**src/gdp_pkg.sv**
```systemverilog
// Purpose: constants shared by the dual-port pin logic
// Assumes: 8-bit register port, one clock, synchronous reset
// Notes: offsets are register indices on the plain register port

`default_nettype none

package gdp_pkg;

  // register indices
  localparam logic [7:0] A_FIRST_LATCH = 8'h01;
  localparam logic [7:0] A_SECOND_LATCH = 8'h03;
  localparam logic [7:0] A_FIRST_DIR = 8'h05;
  localparam logic [7:0] A_SECOND_DIR = 8'h07;
  localparam logic [7:0] A_DRIVE_CTL = 8'h0a;
  localparam logic [7:0] A_SHARE_CTL = 8'h0b;

  // drive control fields
  localparam int unsigned F_SLOW6 = 0;
  localparam int unsigned F_SLOW7 = 1;
  localparam int unsigned F_PU6 = 4;
  localparam int unsigned F_PU7 = 5;
  localparam logic [7:0] DRIVE_MASK = 8'h33;

  // pin sharing control fields
  localparam int unsigned F_SER_EN = 0;
  localparam int unsigned F_TW_EN = 1;
  localparam int unsigned F_TW_ROUTE = 2;
  localparam int unsigned F_ELS0 = 3;
  localparam int unsigned F_ELS1 = 5;
  localparam logic [7:0] SHARE_MASK = 8'h7f;

  // reset values
  localparam logic [7:0] DIR_RST = 8'h00;
  localparam logic [7:0] CTL_RST = 8'h00;
  localparam logic [7:0] RD_IDLE = 8'h00;

  // timer select value that leaves the pin to the port
  localparam logic [1:0] ELS_GPIO = 2'b00;

  // shared pin positions on the second port
  localparam int unsigned PIN_TMR0 = 4;
  localparam int unsigned PIN_TMR1 = 5;
  localparam int unsigned PIN_HC6 = 6;

  // owner of a high-current pin
  typedef enum logic [1:0] {
    OWN_GPIO,
    OWN_SERIAL,
    OWN_TWO_WIRE
  } gdp_own_e;

endpackage : gdp_pkg

`default_nettype wire

```
**src/gdp_gpio.sv**
```systemverilog
// Purpose: two 8-bit ports with latches, directions and pin sharing
// Assumes: pins and peripheral returns arrive on clk or from outside
// Notes: data latches have no reset; second-port pin drive is one clock behind

`timescale 1ns/1ps
`default_nettype none

module gdp_gpio
  import gdp_pkg::*;
#(
  parameter int unsigned PORT_W = 8
) (
  input wire logic clk,
  input wire logic rst_n,
  input wire logic [7:0] reg_addr,
  input wire logic [PORT_W-1:0] reg_wdata,
  input wire logic reg_wr,
  input wire logic reg_rd,
  output logic [PORT_W-1:0] reg_rdata,
  input wire logic [PORT_W-1:0] pb_in,
  output logic [PORT_W-1:0] pb_out,
  output logic [PORT_W-1:0] pb_oe,
  input wire logic [PORT_W-1:0] pd_in,
  output logic [PORT_W-1:0] pd_out,
  output logic [PORT_W-1:0] pd_oe,
  output logic [1:0] pd_pullup_en,
  output logic [1:0] pd_slow_edge,
  input wire logic ser_tx,
  output logic ser_rx,
  input wire logic [1:0] tmr_out,
  input wire logic [1:0] tmr_oe,
  output logic [1:0] tmr_in,
  input wire logic [1:0] tw_low,
  output logic [1:0] tw_in
);

  ////////////////////////////////////////////////////////////////////////
  // elaboration check

  // pin positions 4..7 and the 8-bit register port are fixed
  if (PORT_W != 8) begin : g_bad_width
    $error("gdp_gpio supports PORT_W of 8 only");
  end

  ////////////////////////////////////////////////////////////////////////
  // state

  logic [PORT_W-1:0] first_port_latch_reg;
  logic [PORT_W-1:0] second_port_latch_reg;
  logic [PORT_W-1:0] first_port_direction_reg;
  logic [PORT_W-1:0] first_port_direction_next;
  logic [PORT_W-1:0] second_port_direction_reg;
  logic [PORT_W-1:0] second_port_direction_next;
  logic [7:0] second_port_drive_control_reg;
  logic [7:0] second_port_drive_control_next;
  logic [7:0] share_ctl_reg;
  logic [7:0] share_ctl_next;
  logic [PORT_W-1:0] rdata_reg;
  logic [PORT_W-1:0] rdata_next;
  logic [PORT_W-1:0] pd_out_reg;
  logic [PORT_W-1:0] pd_oe_reg;
  logic [PORT_W-1:0] pb_meta;
  logic [PORT_W-1:0] pb_sync;
  logic [PORT_W-1:0] pd_meta;
  logic [PORT_W-1:0] pd_sync;

  ////////////////////////////////////////////////////////////////////////
  // register decode

  wire logic wr_first_latch;
  wire logic wr_second_latch;
  wire logic wr_first_dir;
  wire logic wr_second_dir;
  wire logic wr_drive;
  wire logic wr_share;

  // one-hot write strobes per register
  assign wr_first_latch = reg_wr && (reg_addr == A_FIRST_LATCH);
  assign wr_second_latch = reg_wr && (reg_addr == A_SECOND_LATCH);
  assign wr_first_dir = reg_wr && (reg_addr == A_FIRST_DIR);
  assign wr_second_dir = reg_wr && (reg_addr == A_SECOND_DIR);
  assign wr_drive = reg_wr && (reg_addr == A_DRIVE_CTL);
  assign wr_share = reg_wr && (reg_addr == A_SHARE_CTL);

  // next values of the reset-bearing control registers
  assign first_port_direction_next = wr_first_dir ? reg_wdata : first_port_direction_reg;
  assign second_port_direction_next = wr_second_dir ? reg_wdata : second_port_direction_reg;
  assign second_port_drive_control_next =
    wr_drive ? (reg_wdata & DRIVE_MASK) : second_port_drive_control_reg;
  assign share_ctl_next = wr_share ? (reg_wdata & SHARE_MASK) : share_ctl_reg;

  ////////////////////////////////////////////////////////////////////////
  // control fields

  wire logic serial_iface_enable;
  wire logic two_wire_enable;
  wire logic tw_route;
  wire logic [1:0] els0;
  wire logic [1:0] els1;
  wire logic [1:0] slow_edge;

  assign serial_iface_enable = share_ctl_reg[F_SER_EN];
  assign two_wire_enable = share_ctl_reg[F_TW_EN];
  assign tw_route = share_ctl_reg[F_TW_ROUTE];
  assign els0 = share_ctl_reg[F_ELS0 +: 2];
  assign els1 = share_ctl_reg[F_ELS1 +: 2];
  assign slow_edge = {second_port_drive_control_reg[F_SLOW7], second_port_drive_control_reg[F_SLOW6]};

  ////////////////////////////////////////////////////////////////////////
  // read path

  wire logic [PORT_W-1:0] rd_first;
  wire logic [PORT_W-1:0] rd_second;
  wire logic [PORT_W-1:0] rd_sel;

  // outputs read the latch, inputs read the synchronised pin
  assign rd_first = (first_port_direction_reg & first_port_latch_reg)
    | (~first_port_direction_reg & pb_sync);
  assign rd_second = (second_port_direction_reg & second_port_latch_reg)
    | (~second_port_direction_reg & pd_sync);

  // unmapped indices read as zero
  assign rd_sel = (reg_addr == A_FIRST_LATCH) ? rd_first :
    (reg_addr == A_SECOND_LATCH) ? rd_second :
    (reg_addr == A_FIRST_DIR) ? first_port_direction_reg :
    (reg_addr == A_SECOND_DIR) ? second_port_direction_reg :
    (reg_addr == A_DRIVE_CTL) ? second_port_drive_control_reg :
    (reg_addr == A_SHARE_CTL) ? share_ctl_reg : RD_IDLE;

  // data stand only in the cycle after the strobe
  assign rdata_next = reg_rd ? rd_sel : RD_IDLE;

  ////////////////////////////////////////////////////////////////////////
  // second-port pin drive, one generate over the bits

  wire logic [PORT_W-1:0] pd_oe_next;
  wire logic [PORT_W-1:0] pd_out_next;

  for (genvar g = 0; g < PORT_W; g++) begin : g_pd
    if (g == PIN_TMR0 || g == PIN_TMR1) begin : g_tmr
      localparam int unsigned T = (g == PIN_TMR0) ? 0 : 1;
      wire logic [1:0] sel;
      assign sel = (T == 0) ? els0 : els1;
      // a nonzero select hands the pin to the timer channel
      assign pd_oe_next[g] = (sel != ELS_GPIO) ? tmr_oe[T] : second_port_direction_reg[g];
      assign pd_out_next[g] = (sel != ELS_GPIO) ? tmr_out[T] : second_port_latch_reg[g];
    end else if (g >= PIN_HC6) begin : g_hc
      localparam int unsigned H = g - PIN_HC6;
      gdp_own_e own;
      logic oe;
      logic out;
      // serial first, then routed two-wire, then the port
      assign own = serial_iface_enable ? OWN_SERIAL :
        (two_wire_enable && tw_route) ? OWN_TWO_WIRE : OWN_GPIO;
      always_comb begin
        unique case (own)
          OWN_SERIAL: begin
            // pin 6 carries transmit, pin 7 stays an input for receive
            oe = (H == 0);
            out = (H == 0) ? ser_tx : 1'b0;
          end
          OWN_TWO_WIRE: begin
            // open-drain: only ever pull low
            oe = tw_low[H];
            out = 1'b0;
          end
          OWN_GPIO: begin
            if (slow_edge[H]) begin
              // open-drain sink; a latched one releases the pin
              oe = second_port_direction_reg[g] & ~second_port_latch_reg[g];
              out = 1'b0;
            end else begin
              oe = second_port_direction_reg[g];
              out = second_port_latch_reg[g];
            end
          end
        endcase
      end
      assign pd_oe_next[g] = oe;
      assign pd_out_next[g] = out;
    end else begin : g_plain
      assign pd_oe_next[g] = second_port_direction_reg[g];
      assign pd_out_next[g] = second_port_latch_reg[g];
    end
  end

  ////////////////////////////////////////////////////////////////////////
  // flip-flops

  // pin synchronisers; the first stage feeds only the second
  always_ff @(posedge clk) begin
    pb_meta <= pb_in;
    pb_sync <= pb_meta;
    pd_meta <= pd_in;
    pd_sync <= pd_meta;
  end

  // data latches carry no reset, so contents survive a reset
  always_ff @(posedge clk) begin
    if (wr_first_latch) begin
      first_port_latch_reg <= reg_wdata;
    end
    if (wr_second_latch) begin
      second_port_latch_reg <= reg_wdata;
    end
  end

  // control registers and registered outputs
  always_ff @(posedge clk) begin
    if (!rst_n) begin
      first_port_direction_reg <= DIR_RST;
      second_port_direction_reg <= DIR_RST;
      second_port_drive_control_reg <= CTL_RST;
      share_ctl_reg <= CTL_RST;
      rdata_reg <= RD_IDLE;
      pd_oe_reg <= DIR_RST;
      pd_out_reg <= DIR_RST;
    end else begin
      first_port_direction_reg <= first_port_direction_next;
      second_port_direction_reg <= second_port_direction_next;
      second_port_drive_control_reg <= second_port_drive_control_next;
      share_ctl_reg <= share_ctl_next;
      rdata_reg <= rdata_next;
      pd_oe_reg <= pd_oe_next;
      pd_out_reg <= pd_out_next;
    end
  end

  ////////////////////////////////////////////////////////////////////////
  // outputs

  assign reg_rdata = rdata_reg;
  assign pb_out = first_port_latch_reg;
  assign pb_oe = first_port_direction_reg;
  assign pd_out = pd_out_reg;
  assign pd_oe = pd_oe_reg;
  // pull-ups follow their bits alone, direction plays no part
  assign pd_pullup_en = {second_port_drive_control_reg[F_PU7],
    second_port_drive_control_reg[F_PU6]};
  assign pd_slow_edge = slow_edge;
  // peripherals see the synchronised pins, not the raw ones
  assign ser_rx = pd_sync[PIN_HC6 + 1];
  assign tmr_in = {pd_sync[PIN_TMR1], pd_sync[PIN_TMR0]};
  assign tw_in = {pd_sync[PIN_HC6 + 1], pd_sync[PIN_HC6]};
endmodule : gdp_gpio

`default_nettype wire

```
**config.mk**
```make
export PLATFORM = sky130hd
export DESIGN_NAME = gdp_gpio
export DESIGN_NICKNAME = d
export VERILOG_FILES = /design/src/gdp_pkg.sv /design/src/gdp_gpio.sv
export SDC_FILE = /design/constraint.sdc
export NUM_CORES = 1
export LEC_CHECK = 0
export ABC_CLOCK_PERIOD_IN_PS = 1800
export BUFFER_PORTS_ARGS = -buffer_cell sky130_fd_sc_hd__buf_2
export CAP_MARGIN = 15
export CORE_UTILIZATION = 30
export DETAILED_ROUTE_END_ITERATION = 7
export GPL_TIMING_DRIVEN = 0
export MAX_ROUTING_LAYER = met4
export PLACE_DENSITY_LB_ADDON = 0.25
export SETUP_SLACK_MARGIN = 0.02
export SLEW_MARGIN = 20
export SYNTH_ARGS = -nofsm -noshare
export SYNTH_HDL_FRONTEND = slang
export SYNTH_SLANG_ARGS = --single-unit
```
**constraint.sdc**
```tcl
create_clock -name clk -period 1.8 [get_ports clk]
set_input_delay 0.09 -clock clk [delete_from_list [all_inputs] [get_ports clk]]
set_output_delay 0.09 -clock clk [all_outputs]
set_load 0.005 [all_outputs]
```
==> flow_summary_export.csv <==
group,metric,value,unit
layout,antenna_cells,0,
sta,relSlewSlack,59.3,%
floorplan,fp.dieW,112,µm
synthesis,synth_top_family_by_area,"simple AND/OR/NAND/NOR gates",
layout,most-common-layout-cells,"buf_2, dfxtp_1, mux2i_1, nor2b_1, dlygate4sd3_1",
global_route,grt_usage,16.1,%
place,io_buffer_count,90,
power_and_ir_drop,ir_worst_vdd,534,µV
layout,drive_above_1_share,31.6,%
power_and_ir_drop,powerDensity,942,nW/µm²
worst_setup_path,critPathArrivalTime,1.66,ns
cts,cts_root_buf,"clkbuf_16",
cts,ctsHtreeMaxLevel,3,
cts,clk_path_buf_depth,2,
synthesis,ys_top_cells_by_area,"dfxtp_1, edfxtp_1, mux2i_1",
drt,drc,4,
global_route,first_global_vias,2665,
cts,cts_sinks,99,
min_path,hold_class,"in2reg",
synthesis,yosys.area_share.xor_xnor,0,%
worst_setup_path,worstPathRequired,1.77,ns
synthesis,ys_seq_area_share,59.5,%
drt,final_antenna_net_count,0,
layout,nets,469,
drt,via_count,2675,
worst_setup_path,worstPathMaxFanout,10,
place,gp_congestion,0.897,
sta,finalMaxSlewViolations,0,
drt,drtIter0Drc,119,
floorplan,rows,39,
synthesis,syn-instance-count,304,
global_route,grt-ovfl-total,0,
worst_setup_path,setup.worst_path.start_class,"primary input",
cts,cts_tree,"built",
sta,fmax,594,MHz
global_route,antenna_found_initial,0,
power_and_ir_drop,total_leakage_power,2.05,nW
synthesis,synth_fa_ha_area_share,0,%
drt,vias_per_cell,4.66,
synthesis,syn_area_per_cell,11.8,µm²
cts,numCtsBuffers,9,
sta,hold_viol_final,0,
synthesis,syn_area,3600,µm²
synthesis,synth-main-ff-cell,"dfxtp_1",
place,hpwl,6640,µm
run_status,violations,"design-rule violations",
synthesis,ys_ff_latch,99,
sta,fin_crit_sh,93.5,%
cts,cts_setup_buffers,0,
cts,clock_latency,0.34,ns
synthesis,synth-compound-area-share,10.5,%
drt,wire_per_inst,15.9,µm
sta,skew,0.00486,ns
floorplan,fp.coreArea,11600,µm²
floorplan,initial_utilization,31.1,%
floorplan,num_io_pins,92,
floorplan,dieArea,12500,µm²
cts,clkSlewWorstSetupHoldPaths,0.06,ns
layout,layout_commonest_cell,"buf_2",
global_route,grt_max_degree,16,
sta,fin_crit,1.68,ns
synthesis,mappedNetlistNets,347,
sta,setup_violations,0,
flow_run,maxCapViolations,0,
layout,synthToLayoutAreaGrowth,31.9,%
drt,first_pass_iters,8,
worst_setup_path,worst-setup-path-type,"in2reg",
worst_setup_path,cp-end-kind,"register",
synthesis,synth_top_cell_by_area,"dfxtp_1",
power_and_ir_drop,fin_total_pwr,0.00448,W
sta,rsz0062_at_grt,"no",
synthesis,synthMuxAreaShare,12.1,%
sta,worstMarginPinSlew,0.609,ns
synthesis,synth-edff-count,16,
synthesis,synth-simple-area-share,15.3,%
global_route,grt_pass1_wl,14500,µm
synthesis,synth_cell_types,38,
layout,final_util,41.1,%
synthesis,synth_top_area_share,46.1,%
synthesis,ys_async_sr_fraction,0,%
floorplan,die_h,112,µm
synthesis,yosysWarnings,0,
run_status,status,"finished with violations",
drt,drt-total-wl,9140,µm
[area by class of cell]
| cell class | count | area, µm² |
|---|---|---|
| fill | 1135 | 6810 |
| buffer | 17 | 87.6 |
| multi-input combinational | 186 | 1380 |
| clock inverter | 2 | 35.0 |
| tap | 143 | 179 |
| inverter | 2 | 7.51 |
| timing repair buffer | 111 | 661 |
| clock buffer | 14 | 264 |
| sequential | 99 | 2140 |
[kinds of logic after synthesis]
| family | after synthesis |
|---|---|
| buffers and inverters | 19 |
| DFF | 99 |
| muxes | 43 |
| AOI/OAI and AO/OA | 51 |
| and+or+nand+nor | 92 |
[per-layer routing]
| layer | up-vias | global-route usage (%) | share of wire, % |
|---|---|---|---|
| li1 | 1338 | - | - |
| met1 | 1259 | 20.6 | 48 |
| met2 | 70 | 24.4 | 46 |
| met3 | 8 | 4.14 | 4.8 |
| met4 | 0 | 5.95 | 1.5 |
| met5 | - | - | 0 |
[per-stage QoR]
| step | TNS (ns) | area (µm²) | worst slack [ns] | hold WS [ns] | instances |
|---|---|---|---|---|---|
| after floorplan | 0 | 3600 | 0.294 | 0.118 | 304 |
| after global placement | -11.27 | 4230 | -0.630 | 0.192 | 537 |
| after detailed placement | -10.67 | 4230 | -0.614 | 0.194 | 537 |
| after CTS | 0 | 4750 | 0.0466 | 0.00263 | 574 |
| after global routing | 0 | 4750 | 0.0735 | 0.00795 | 574 |
| final | 0 | 4750 | 0.117 | 0.00624 | 574 |
[critical path: stages]
cell and delay (ns):
buf_2 0.13, clkbuf_1 0.21, nor4b_2 0.60, and3_1 0.62
[synth_stat cells, drive strengths merged, types with 2 or more instances]
master / instances
a32oi: 2
inv: 2
a211oi: 2
a21boi: 5
nor2b: 23
and3: 3
a21oi: 7
nor2: 8
a221o: 4
nand4: 3
and2: 9
nand3b: 2
nor3b: 2
mux2: 5
o21ai: 13
o22ai: 6
o2bb2ai: 6
edfxtp: 16
nand3: 16
nand2: 20
dfxtp: 83
buf: 6
mux2i: 38
nand2b: 2
clkbuf: 11
a31o: 4
[power by group]
| group | switching, W | internal [W] | leakage [nW] |
|---|---|---|---|
| sequential | 0.0000119 | 0.00229 | 0.827 |
| combinational | 0.000125 | 0.000121 | 1.08 |
| clock | 0.000775 | 0.00115 | 0.147 |
[final timing paths]
check | cells after the start | slack, ns | endpoint | from
hold reg to reg | 0 | 0.32 | pd_sync[7] | pd_meta[7]
setup reg to reg | 3 | 0.46 | reg_rdata[6] | second_port_direction_reg[6]
hold / removal | 3 | 0.006 | pd_out[6] | ser_tx
setup / recovery | 4 | 0.12 | pb_out[6] | reg_addr[3]
[repair_timing]
item | CTS | global route
resized for setup | 2 | 1
hold endpoints to repair | 26 | 0
setup endpoints to repair | 17 | 8
hold buffers | 21 | 0
Power figures use the tool's default switching activity.
